$ cat config.mk
export PLATFORM = sky130hd
export DESIGN_NAME = rb_core
export DESIGN_NICKNAME = d
export VERILOG_FILES = /design/src/rb_pkg.sv /design/src/rb_frame_mem.sv /design/src/rb_core.sv
export SDC_FILE = /design/constraint.sdc
export NUM_CORES = 1
export LEC_CHECK = 0
export ABC_AREA = 1
export ABC_CLOCK_PERIOD_IN_PS = 7300
export BUFFER_PORTS_ARGS = -buffer_cell sky130_fd_sc_hd__buf_2
export CELL_PAD_IN_SITES_DETAIL_PLACEMENT = 2
export CELL_PAD_IN_SITES_GLOBAL_PLACEMENT = 2
export CORE_ASPECT_RATIO = 0.9
export CORE_MARGIN = 3
export CORE_UTILIZATION = 45
export CTS_BUF_LIST = sky130_fd_sc_hd__clkbuf_4
export CTS_CLUSTER_SIZE = 10
export DETAILED_ROUTE_END_ITERATION = 7
export MAX_ROUTING_LAYER = met4
export PLACE_DENSITY = 0.91
export SLEW_MARGIN = 20
export SYNTH_ARGS = -nofsm -noshare
export SYNTH_HDL_FRONTEND = slang
export SYNTH_SLANG_ARGS = --single-unit
export TNS_END_PERCENT = 20
$ cat constraint.sdc
create_clock -name pclk -period 7.3 [get_ports pclk]
set_input_delay 1.095 -clock pclk [delete_from_list [all_inputs] [get_ports pclk]]
set_output_delay 1.095 -clock pclk [all_outputs]
set_load 0.1 [all_outputs]
$ cat src/rb_pkg.sv
package rb_pkg;
   // APB register offsets.
   localparam logic [7:0] CTRL_OFF = 8'h00;
   localparam logic [7:0] STAT_OFF = 8'h04;
   localparam logic [7:0] START_OFF = 8'h08;
   localparam logic [7:0] CFGWIN_OFF = 8'h0C;
   // Control register fields.
   localparam int LIMIT_LSB = 0;
   localparam int CONFIGURED_BIT = 2;
   localparam int HOSTPORT_BIT = 3;
   localparam int GOD_SRC_LSB = 4;
   localparam int GOD_INV_BIT = 6;
   localparam int CAPMODE_LSB = 7;
   localparam int TDO_USE_BIT = 9;
   localparam logic [31:0] CTRL_RESET = 32'h0000_0000;
   // Readback limit settings.
   localparam logic [1:0] LIMIT_NONE = 2'h0;
   localparam logic [1:0] LIMIT_ONE = 2'h1;
   localparam logic [1:0] LIMIT_UNL = 2'h2;
   // Output disable source.
   localparam logic [1:0] GOD_OFF = 2'h0;
   localparam logic [1:0] GOD_PAD = 2'h1;
   localparam logic [1:0] GOD_INT = 2'h2;
   // Capture modes.
   localparam logic [1:0] CAP_NONE = 2'h0;
   localparam logic [1:0] CAP_ENTRY = 2'h1;
   localparam logic [1:0] CAP_SIG = 2'h2;
   localparam logic [1:0] CAP_BOTH = 2'h3;
   // Timing in config clock cycles, and the frame start pair.
   localparam int START_DELAY = 3;
   localparam int RESTART_EDGES = 2;
   localparam logic [1:0] FRAME_START = 2'h1;
endpackage

$ cat src/rb_frame_mem.sv
`timescale 1ns/1ns
// Frame store: one word per frame, registered read, writable by capture.
module rb_frame_mem #(
   parameter int AW = 4,
   parameter int DW = 16
) (
   // Clock.
   input wire logic pclk,
   // Write port.
   input wire logic we,
   input wire logic [AW-1:0] waddr,
   input wire logic [DW-1:0] wdata,
   // Read port.
   input wire logic [AW-1:0] raddr,
   output logic [DW-1:0] rdata
);
   logic [DW-1:0] mem [2**AW];
   always_ff @(posedge pclk) begin
      if (we) begin
         mem[waddr] <= wdata;
      end
      rdata <= mem[raddr];
   end
endmodule // rb_frame_mem

$ cat src/rb_core.sv
// Our own choices: the APB register port and the register addresses.
`timescale 1ns/1ns
// Function
// - Limit readbacks to none, one, unlimited.
// - Host processor port disables pin readback.
// - Falling request edge begins readback.
// - High plus two clock rises restarts at the start register frame.
// - One bit out per config clock rise.
// - Each frame opens with 01 pair.
// - Frames read at consecutive addresses.
// - Data may route to alternate pin.
// - Unconfigured: request drives disable, no readback.
// - Configured: disable source off, pad, internal.
// - Disable active low, invertible when configured.
// - Disable tristates outputs, pulls inputs up.
// - Disable tristates shared serial output.
// - Control inputs stay live with pull-ups.
// - Disable tristates done, pulls input up.
// - Capture none, on entry, signal, either.
// - Capture signal low writes continuously.
// - Frames exclude header; match configuration data.
// - Readback during operation, never daisy-chained.
module rb_core #(
   parameter int AW = 4,
   parameter int DW = 16,
   parameter int NIO = 8
) (
   // APB.
   input wire logic pclk,
   input wire logic presetn,
   input wire logic psel,
   input wire logic penable,
   input wire logic pwrite,
   input wire logic [7:0] paddr,
   input wire logic [31:0] pwdata,
   output logic [31:0] prdata,
   output logic pready,
   output logic pslverr,
   // Readback pins.
   input wire logic config_clock,
   input wire logic rd_request_pin,
   output logic rd_data_o,
   output logic rd_data_oe_n,
   output logic rd_data_alt,
   input wire logic tdo_data,
   // Internal signals.
   input wire logic int_disable_src,
   input wire logic capture_sig,
   input wire logic [DW-1:0] live_state,
   // Pad control.
   output logic global_output_disable,
   output logic user_out_hiz,
   output logic user_pullup,
   output logic user_pulldown_en,
   output logic ctl_pullup,
   output logic done_hiz,
   output logic done_pullup
);
   // ****************************************
   // State.
   // ****************************************
   typedef enum logic [1:0] {
      ST_IDLE = 2'b00,
      ST_WAIT = 2'b01,
      ST_SHIFT = 2'b10,
      ST_DONE = 2'b11
   } rb_state_e;

   typedef struct packed {
      logic [31:0] ctrl;
      logic [AW-1:0] start;
      logic [AW-1:0] addr;
      logic [DW+1:0] shreg;
      logic [5:0] bitcnt;
      logic [1:0] cnt;
      logic [1:0] used;
      logic [2:0] clk_s;
      logic [2:0] req_s;
      logic dout;
      rb_state_e st;
      logic [31:0] rdat;
   } state_s;

   state_s s_r, s_nxt;

   logic clk_rise, req_low, rb_start, configured, host_port;
   logic rb_allowed, god_raw, god;
   logic [1:0] limit, god_src, capmode;
   logic [DW-1:0] mem_rdata;
   logic cap_we;
   logic [AW-1:0] cap_addr;
   logic acc;

   assign clk_rise = s_r.clk_s[1] & ~s_r.clk_s[2];
   assign req_low = ~s_r.req_s[1];
   // A readback starts at a link clock rise once the idle counter has seen the re-arm rises.
   assign rb_start = clk_rise && s_r.st == ST_IDLE && req_low && rb_allowed &&
                     s_r.cnt >= 2'(rb_pkg::RESTART_EDGES);
   assign configured = s_r.ctrl[rb_pkg::CONFIGURED_BIT];
   assign host_port = s_r.ctrl[rb_pkg::HOSTPORT_BIT];
   assign limit = s_r.ctrl[rb_pkg::LIMIT_LSB +: 2];
   assign god_src = s_r.ctrl[rb_pkg::GOD_SRC_LSB +: 2];
   assign capmode = s_r.ctrl[rb_pkg::CAPMODE_LSB +: 2];

   // ****************************************
   // Global output disable.
   // ****************************************
   always_comb begin
      if (!configured) begin
         god_raw = ~s_r.req_s[1];
      end else begin
         case (god_src)
            rb_pkg::GOD_PAD: god_raw = ~s_r.req_s[1];
            rb_pkg::GOD_INT: god_raw = ~int_disable_src;
            default: god_raw = 1'b0;
         endcase
      end
   end
   assign god = (configured && (god_src == rb_pkg::GOD_PAD || god_src == rb_pkg::GOD_INT) &&
                 s_r.ctrl[rb_pkg::GOD_INV_BIT]) ? ~god_raw : god_raw;
   assign global_output_disable = god;
   assign user_out_hiz = god;
   assign user_pullup = god;
   assign user_pulldown_en = ~god;
   assign ctl_pullup = 1'b1;
   assign done_hiz = god;
   assign done_pullup = god;

   // Pad used for readback only when configured and not claimed for disable.
   assign rb_allowed = configured && !host_port && god_src != rb_pkg::GOD_PAD &&
                       limit != rb_pkg::LIMIT_NONE &&
                       !(limit == rb_pkg::LIMIT_ONE && s_r.used != 2'h0);

   // ****************************************
   // Serial output routing.
   // ****************************************
   always_comb begin
      if (s_r.ctrl[rb_pkg::TDO_USE_BIT]) begin
         rd_data_o = tdo_data;
         rd_data_alt = s_r.dout;
      end else begin
         rd_data_o = s_r.dout;
         rd_data_alt = 1'b0;
      end
   end
   assign rd_data_oe_n = god;

   // ****************************************
   // Frame store and capture.
   // ****************************************
   always_comb begin
      cap_we = 1'b0;
      cap_addr = s_r.addr;
      if (capmode == rb_pkg::CAP_SIG || capmode == rb_pkg::CAP_BOTH) begin
         if (!capture_sig) begin
            cap_we = 1'b1;
         end
      end
      if ((capmode == rb_pkg::CAP_ENTRY || capmode == rb_pkg::CAP_BOTH) && rb_start) begin
         cap_we = 1'b1;
         cap_addr = s_r.start;
      end
   end

   rb_frame_mem #(.AW(AW), .DW(DW)) u_mem (
      .pclk(pclk),
      .we(cap_we),
      .waddr(cap_addr),
      .wdata(live_state),
      .raddr(s_r.addr),
      .rdata(mem_rdata)
   );

   // ****************************************
   // APB and readback sequencer.
   // ****************************************
   assign pready = 1'b1;
   assign acc = psel & penable;
   always_comb begin
      pslverr = 1'b0;
      if (paddr != rb_pkg::CTRL_OFF && paddr != rb_pkg::STAT_OFF &&
          paddr != rb_pkg::START_OFF) begin
         pslverr = acc;
      end
   end
   assign prdata = s_r.rdat;

   always_comb begin
      s_nxt = s_r;
      s_nxt.clk_s = {s_r.clk_s[1:0], config_clock};
      s_nxt.req_s = {s_r.req_s[1:0], rd_request_pin};
      if (psel && !penable) begin
         case (paddr)
            rb_pkg::CTRL_OFF: s_nxt.rdat = s_r.ctrl;
            rb_pkg::STAT_OFF: begin
               s_nxt.rdat = 32'h0000_0000;
               s_nxt.rdat[1:0] = s_r.st;
               s_nxt.rdat[8 +: AW] = s_r.addr;
               s_nxt.rdat[17:16] = s_r.used;
            end
            rb_pkg::START_OFF: s_nxt.rdat = {{(32-AW){1'b0}}, s_r.start};
            default: s_nxt.rdat = 32'h0000_0000;
         endcase
      end
      if (acc && pwrite) begin
         if (paddr == rb_pkg::CTRL_OFF) begin
            s_nxt.ctrl = pwdata;
         end
         if (paddr == rb_pkg::START_OFF) begin
            s_nxt.start = pwdata[AW-1:0];
         end
      end
      if (clk_rise) begin
         case (s_r.st)
            ST_IDLE: begin
               if (rb_start) begin
                  s_nxt.st = ST_WAIT;
                  s_nxt.addr = s_r.start;
                  s_nxt.cnt = 2'h0;
                  if (limit == rb_pkg::LIMIT_ONE) begin
                     s_nxt.used = 2'h1;
                  end
               end else if (!req_low && s_r.cnt != 2'h3) begin
                  s_nxt.cnt = s_r.cnt + 2'h1;
               end
            end
            ST_WAIT: begin
               s_nxt.cnt = s_r.cnt + 2'h1;
               if (s_r.cnt == 2'(rb_pkg::START_DELAY - 1)) begin
                  s_nxt.shreg = {rb_pkg::FRAME_START, mem_rdata};
                  s_nxt.bitcnt = 6'h0;
                  s_nxt.st = ST_SHIFT;
               end
            end
            ST_SHIFT: begin
               s_nxt.dout = s_r.shreg[DW+1];
               s_nxt.shreg = {s_r.shreg[DW:0], 1'b0};
               s_nxt.bitcnt = s_r.bitcnt + 6'h1;
               // The last frame bit leaves at count DW+1; only then does the address move on.
               if (s_r.bitcnt == 6'(DW + 1)) begin
                  s_nxt.addr = s_r.addr + 1'b1;
                  s_nxt.cnt = 2'(rb_pkg::START_DELAY - 1);
                  s_nxt.st = ST_WAIT;
               end
            end
            default: s_nxt.st = ST_IDLE;
         endcase
         if (!req_low && s_r.st != ST_IDLE) begin
            s_nxt.st = ST_IDLE;
            s_nxt.cnt = 2'h1;
            s_nxt.dout = 1'b0;
         end
      end
      if (!configured || host_port) begin
         s_nxt.st = ST_IDLE;
         s_nxt.used = 2'h0;
      end
   end

   always_ff @(posedge pclk or negedge presetn) begin
      if (!presetn) begin
         s_r <= '{ctrl: rb_pkg::CTRL_RESET, st: ST_IDLE, req_s: 3'b111, default: '0};
      end else begin
         s_r <= s_nxt;
      end
   end

   // ****************************************
   // Checks.
   // ****************************************
   property p_disable_unconf;
      @(posedge pclk) disable iff (!presetn)
         !configured |-> (global_output_disable == ~s_r.req_s[1]);
   endproperty
   a_disable_unconf: assert property (p_disable_unconf)
      else $error("disable not following request pad");

   property p_no_rb_unconf;
      @(posedge pclk) disable iff (!presetn)
         !configured |=> s_r.st == ST_IDLE;
   endproperty
   a_no_rb_unconf: assert property (p_no_rb_unconf)
      else $error("readback active while unconfigured");

   property p_host_port;
      @(posedge pclk) disable iff (!presetn)
         host_port |=> s_r.st == ST_IDLE;
   endproperty
   a_host_port: assert property (p_host_port)
      else $error("readback active with host port");

   property p_tristate;
      @(posedge pclk) disable iff (!presetn)
         god |-> rd_data_oe_n && done_hiz && user_out_hiz && !user_pulldown_en;
   endproperty
   a_tristate: assert property (p_tristate)
      else $error("pads driven while disabled");

   property p_shift_on_rise;
      @(posedge pclk) disable iff (!presetn)
         (s_r.st == ST_SHIFT && clk_rise && req_low) |=> s_r.dout == $past(s_r.shreg[DW+1]);
   endproperty
   a_shift_on_rise: assert property (p_shift_on_rise)
      else $error("bit not shifted on clock rise");

   property p_addr_inc;
      @(posedge pclk) disable iff (!presetn)
         (s_r.st == ST_SHIFT && clk_rise && req_low && s_r.bitcnt == 6'(DW + 1) && configured &&
          !host_port) |=> s_r.addr == $past(s_r.addr) + 1'b1;
   endproperty
   a_addr_inc: assert property (p_addr_inc)
      else $error("frame address not advanced");

   property p_start_pair;
      @(posedge pclk) disable iff (!presetn)
         ($rose(s_r.st == ST_SHIFT)) |-> s_r.shreg[DW+1 -: 2] == rb_pkg::FRAME_START;
   endproperty
   a_start_pair: assert property (p_start_pair)
      else $error("frame lacks start pair");

   property p_limit_none;
      @(posedge pclk) disable iff (!presetn)
         (limit == rb_pkg::LIMIT_NONE && s_r.st == ST_IDLE) |=> s_r.st == ST_IDLE;
   endproperty
   a_limit_none: assert property (p_limit_none)
      else $error("readback started while prohibited");

   property p_release_stop;
      @(posedge pclk) disable iff (!presetn)
         (clk_rise && !req_low && configured) |=> s_r.st == ST_IDLE;
   endproperty
   a_release_stop: assert property (p_release_stop)
      else $error("readback continued with request high");

   property p_cont_capture;
      @(posedge pclk) disable iff (!presetn)
         (capmode == rb_pkg::CAP_SIG && !capture_sig) |-> cap_we;
   endproperty
   a_cont_capture: assert property (p_cont_capture)
      else $error("continuous capture missing");
endmodule // rb_core

* Yosys cells after proc, flatten, opt, wreduce, memory -nomap -nowiden
Memory sizes are Yosys's and may differ from the RTL's. A register that Yosys moved wholly into a read port is not among the register bits.
Index checks and enable logic that the tools add are counted.
** Operators by class
- Equal/unequal tests :: 24
- Bitwise operators :: 7
- Multiplexer cells :: 36
- Reductions and logical operators :: 48
- Magnitude comparators :: 1
- Add/sub/neg operators :: 3
** Operators by type and width (number)
- $pmux 32 s3 :: 1
- $pmux 24 s2 :: 1
- $mux 2 :: 14
- $mux 24 :: 1
- $reduce_bool 2->1 :: 10
- $logic_and 1x1->1 :: 18
- $reduce_and 4->1 :: 4
- $mux 4 :: 3
- $pmux 2 s3 :: 2
- $mux 1 :: 11
- $eq 2x2->1 const B :: 5
- $eq 2x1->1 const B :: 4
- $eq 8x3->1 const B :: 1
- $eq 8x4->1 const B :: 1
- $logic_not 8->1 :: 1
- $ne 2x2->1 const B :: 4
- $ne 4x2->1 const B :: 2
- $ne 4x4->1 const B :: 2
- $ne 8x3->1 const B :: 1
- $ne 8x4->1 const B :: 1
- $pmux 4 s2 :: 1
- $reduce_bool 8->1 :: 1
- $add 6x1->6 const B :: 1
- $eq 6x5->1 const B :: 1
- 15 further kinds :: 28
** Word-level totals
- Bits in registers :: 108
- Bits in writable memories :: 256
- Memories :: 1
- Word-level logic and storage cells :: 132
- Output and inout port bits :: 44
- Input port bits :: 66
** Memories
- u_mem.mem :: words 16, width 16, rd ports 1, clocked after memory_dff 1, write ports 1, RTL line rb_frame_mem.sv:17 : logic [DW-1:0] mem [2**AW];

* Depth between registers and ports, before layout
- Depth after elaboration :: 12
- Depth in mapped cells :: 12
- Gate-level depth less buffers :: 11

* Hierarchy
From an unflattened synthesis, not the netlist that was laid out.
** Unflattened totals
- Cell total of the unflattened synthesis :: 1714
- Area, all modules :: 16613.4 µm²
** Modules (own cells, without submodules)
- rb_frame_mem :: seq. area each 8007.7 µm², cells each 1074, area each 11380.9 µm², instances 1
- rb_core :: seq. area each 2680.1 µm², cells each 640, area each 5232.5 µm², instances 1

* Least setup slack after synthesis
OpenSTA, ideal clock, no wires.
- Kind :: input port to output port
- Start :: in int_disable_src
- End :: out done_pullup
- Arrival :: 4.386 ns
- Stages on the path :: 4
- Data required time :: 6.205 ns
- Buffers on the path :: 1
- Slack :: 1.819 ns
- Cells stage by stage :: o31ai_1 > xnor2_1 > inv_1 > buf_4
** On the way
- Cells in the longest elaborated chain, start to end :: 5
** Ends and longest elaborated chain
- start: declaration :: RTL line rb_core.sv:47 : input wire logic int_disable_src,
- $not 1->1 (*) :: RTL line rb_core.sv:114 : rb_pkg::GOD_INT: god_raw = ~int_disable_src;
- $pmux 1 s2 (*) :: RTL line rb_core.sv:112 : case (god_src)
- $mux 1 (*) :: RTL line rb_core.sv:109 : if (!configured) begin
- $not 1->1 :: RTL line rb_core.sv:120 : s_r.ctrl[rb_pkg::GOD_INV_BIT]) ? ~god_raw : god_raw;
- $mux 1 (*) :: RTL line rb_core.sv:120
- end: declaration :: RTL line rb_core.sv:57 : output logic done_pullup
Every way passes the cells marked *; elsewhere a longest branch is shown, timed or not.

* Worst setup path after layout
- Start :: reg s_r (netlist bit god_src[0])
- End :: out global_output_disable
** On the way
- Cells in the longest elaborated chain, start to end :: 5
- Elaborated cells between the ends (all ways) :: 9
- Classes of those cells :: eq/ne (2); mux (3); bitwise (1); reduce/logical (3)
** Ends and longest elaborated chain
- start: declaration :: RTL line rb_core.sv:84 : state_s s_r, s_nxt;
- start signal: assignment :: RTL line rb_core.sv:264 : s_r <= s_nxt;
- $eq 2x2->1 / $eq 2x1->1 (equally long branches) :: RTL line rb_core.sv:112, rb_core.sv:119
- $pmux 1 s2 / $logic_or 1x1->1 (equally long branches) :: RTL line rb_core.sv:112, rb_core.sv:119
- $mux 1 / $logic_and 1x1->1 (equally long branches) :: RTL line rb_core.sv:109, rb_core.sv:119
- $not 1->1 / $logic_and 1x1->1 (equally long branches) :: RTL line rb_core.sv:120, rb_core.sv:119
- $mux 1 (*) :: RTL line rb_core.sv:120
- end: declaration :: RTL line rb_core.sv:51 : output logic global_output_disable,
Marks and branches as above.

==> flow_metrics.py <==
metrics = {
    "die": {
        "core_area_mm2": 0.0341,
        "initial_core_util_pct": 45.8,
        "die_w_um": 202,
        "placementRows": 64,
        "io_pins": 110,
        "dieArea_mm2": 0.0370,
        "die_h_um": 183,
    },
    "timing": {
        "fin_crit_ns": 4.14,
        "slew_headroom_pct": 22.0,
        "fin_setup_tns_ns": 0,
        "slew_violations": 0,
        "finalSetupViolations": 0,
        "max_freq_ghz": 0.242,
        "period_share_pct": 56.7,
        "timing.final.ws_setup_ns": 3.16,
        "whs_ns": 0.307,
        "worst_slew_pin_slew_ns": 1.17,
        "rsz0062_at_grt": "false",
        "hold_viol": 0,
        "finClkSkew_ns": 0.0851,
    },
    "logic_synthesis": {
        "synthTopCellsByArea": "edfxtp_1, dfrtp_1, nor2_1",
        "syn_area_mm2": 0.0156,
        "netlist_top_cells_count": "edfxtp_1, nor2_1, nand2_1, o21ai_0, dfrtp_1",
        "yosys_warnings": 0,
        "syn_inst": 1384,
        "synth_area_per_cell_um2": 11.3,
        "yosys.area.top_type": "edfxtp_1",
        "synth_most_common_cell": "edfxtp_1",
        "netlist.area_leader.share_pct": 49.2,
        "synth-edff-count": 256,
        "ys_seq_area_share_pct": 68.4,
        "synth_cell_types": 38,
        "synth_seq_cells": 379,
        "async_flop_share_pct": 28.2,
        "synth_ff_type": "edfxtp_1",
    },
    "run": {
        "cap_violations": 0,
    },
    "critical_path": {
        "slowest_stage": "buf_2",
        "slowest_delay_ns": 0.46,
        "critPathKind": "flip-flop to output port",
        "r2r_setup_slack_ns": 3.53,
        "cpMostUsedCell": "inv_1",
        "cp-end-kind": "output port",
        "cp.required_ns": 6.20,
        "cp_max_fo": 6,
        "cp.arrival_ns": 3.04,
        "startpoint_type": "flip-flop",
        "crit_chain": "inv_1, ha_1, or2_2, o31ai_1, xnor2_1, inv_1, buf_2",
    },
    "power": {
        "total_power_uw": 4890,
        "p_leak_uw": 0.00717,
        "seqPwrFrac_pct": 49.4,
        "intPower_uw": 3460,
        "p_comb_share_pct": 8.2,
        "pwr-share-clk_pct": 42.5,
        "p_sw_share_pct": 29.3,
        "p_per_area_mw_per_mm2": 277,
        "p_switching_uw": 1430,
        "ir_drop_uv": 213,
    },
    "global_routing": {
        "grt_pass1_vias": 14180,
        "grt_pass1_wl_um": 94800,
        "grt_max_degree": 117,
        "grt_overflow": 0,
        "grt_usage_pct": 35.9,
        "antenna_found_initial": 6,
    },
    "cts": {
        "cts_tree": "done",
        "cts_buffers": 100,
        "postCtsSetupBuffers": 0,
        "clk_path_buf_depth": 3,
        "hold_buffers": 0,
        "cts.sinks": 379,
        "h-tree-depth": 3,
        "ctsResizeCount": 0,
        "root_buffer": "clkbuf_4",
        "clk-insertion-delay-late_ns": 0.82,
        "clkTransAtPathRegs_ns": 0.09,
    },
    "placement": {
        "post-place-cells": 1862,
        "place_congestion": 0.796,
        "dpl_worst_slack_ns": 3.63,
        "hpwl_um": 33400,
        "io_buffers": 107,
    },
    "routing": {
        "drtPass1Iterations": 5,
        "drt_iter0_drc": 1205,
        "dr_wl_met2_um": 33500,
        "vias_per_cell": 6.08,
        "top_layer": "met4",
        "routed_wirelength_um": 65800,
        "wl_per_cell_um": 32.0,
        "dr_total_vias": 12474,
        "wl_met1_um": 24900,
        "drc": 0,
        "wl_met3_um": 4190,
        "ant_nets": 0,
    },
    "cells_and_area": {
        "area_growth_pct": 13.0,
        "final_cells": 2052,
        "nets": 1579,
        "drive_gt1_share_pct": 20.3,
    },
    "worst_hold_path": {
        "hold_path_class": "input pin to async pin",
    },
    "run_status": {
        "outcome": "finished, final reports clean",
    },
}
-- power by group through the flow --
| stage | Combinational, µW | Sequential (µW) | Clock [µW] |
|---|---|---|---|
| global route | 426 | 2420 | 2200 |
| detailed placement | 364 | 2450 | 0 |
| CTS | 388 | 2410 | 2070 |
| global placement | 331 | 2440 | 0 |
| floorplan | 201 | 2430 | 0 |
| finish | 400 | 2420 | 2080 |
-- area by class of cell --
| cell class | instances | area [µm²] |
|---|---|---|
| repair buffers | 123 | 662 |
| clock inverters | 31 | 158 |
| multi-input cells | 806 | 4040 |
| fillers | 3429 | 16500 |
| clock buffers | 154 | 1160 |
| inverters | 92 | 347 |
| well taps | 462 | 578 |
| diodes | 5 | 12.5 |
| flip-flops and latches | 379 | 10700 |
-- metal layers --
| layer | global-route usage (%) | up-vias |
|---|---|---|
| li1 | - | 5108 |
| met1 | 39.6 | 6496 |
| met2 | 60.7 | 655 |
| met3 | 8.69 | 215 |
| met4 | 18.8 | 0 |
| met5 | - | - |
-- flip-flops by register name (all words and copies together) (netlist names) --
register and count:
prdata 32, u_mem.mem 256, host_port 1, limit 2, configured 1, god_src 2, s_r 63, u_mem.rdata 16
s_nxt 4, capmode 2
-- critical path, delay by kind of cell (launching register included) --
kind	cells	cell delay [ns]
buffers and inverters	3	0.72
flip-flops	1	0.39
AO/OA/AOI/OAI	1	0.33
adder cells (fa/ha/maj)	1	0.32
AND/OR/NAND/NOR	1	0.32
XOR/XNOR	1	0.15
-- final timing paths --
kind / start / endpoint / cells after the start
setup / recovery: god_src[0]$_DFFE_PN0P_ / global_output_disable / 7
hold / removal: presetn / s_r[108]$_DFFE_PN0P_ / 1
setup reg to reg: s_r[72]$_DFFE_PN0P_ / u_mem.mem[7][8]$_DFFE_PP_ / 6
hold reg to reg: s_nxt[36]$_DFF_PN1_ / s_nxt[37]$_DFF_PN1_ / 0
max in group asynchronous: presetn / s_r[69]$_DFFE_PN0P_ / 2
min in group pclk: s_nxt[36]$_DFF_PN1_ / s_nxt[37]$_DFF_PN1_ / 0
-- cell families after synthesis --
kind of cell | count (synthesis) | synth area share, %
other | 1 | 0.0240
AOI/OAI and AO/OA | 309 | 11.4
xor gates and xnor gates | 1 | 0.0561
adders and majority gates | 11 | 0.881
buffers and inverters | 200 | 6.10
muxes | 6 | 0.425
and+or+nand+nor | 477 | 12.6
DFF | 379 | 68.4
-- metrics by stage --
step	area, µm²	util [%]
2_1_floorplan	15600	-
3_3_place_gp	16300	47.7
3_5_place_dp	16300	47.7
4_1_cts	17600	51.6
5_1_grt	17600	51.7
6_report	17600	51.7
-- cell usage in the layout, fill, tap and decap left out, drive strengths merged --
| cell type | count |
|---|---|
| edfxtp | 256 |
| nor2 | 228 |
| nand2 | 172 |
| clkbuf | 154 |
| o21ai | 139 |
| buf | 123 |
| dfrtp | 105 |
| inv | 91 |
| a21oi | 62 |
| o211ai | 48 |
| nand4 | 37 |
| o22ai | 35 |
| nand3 | 31 |
| clkinv | 31 |
| o31ai | 24 |
| dfxtp | 16 |
| ha | 11 |
| diode | 5 |
| nor3 | 5 |
| mux2 | 5 |
| or2 | 2 |
| nor3b | 2 |
| conb | 2 |
| dfstp | 2 |
| xnor2 | 1 |
| mux2i | 1 |
| a31oi | 1 |
| bufinv | 1 |
No activity file was read; power rests on OpenSTA's default activity.
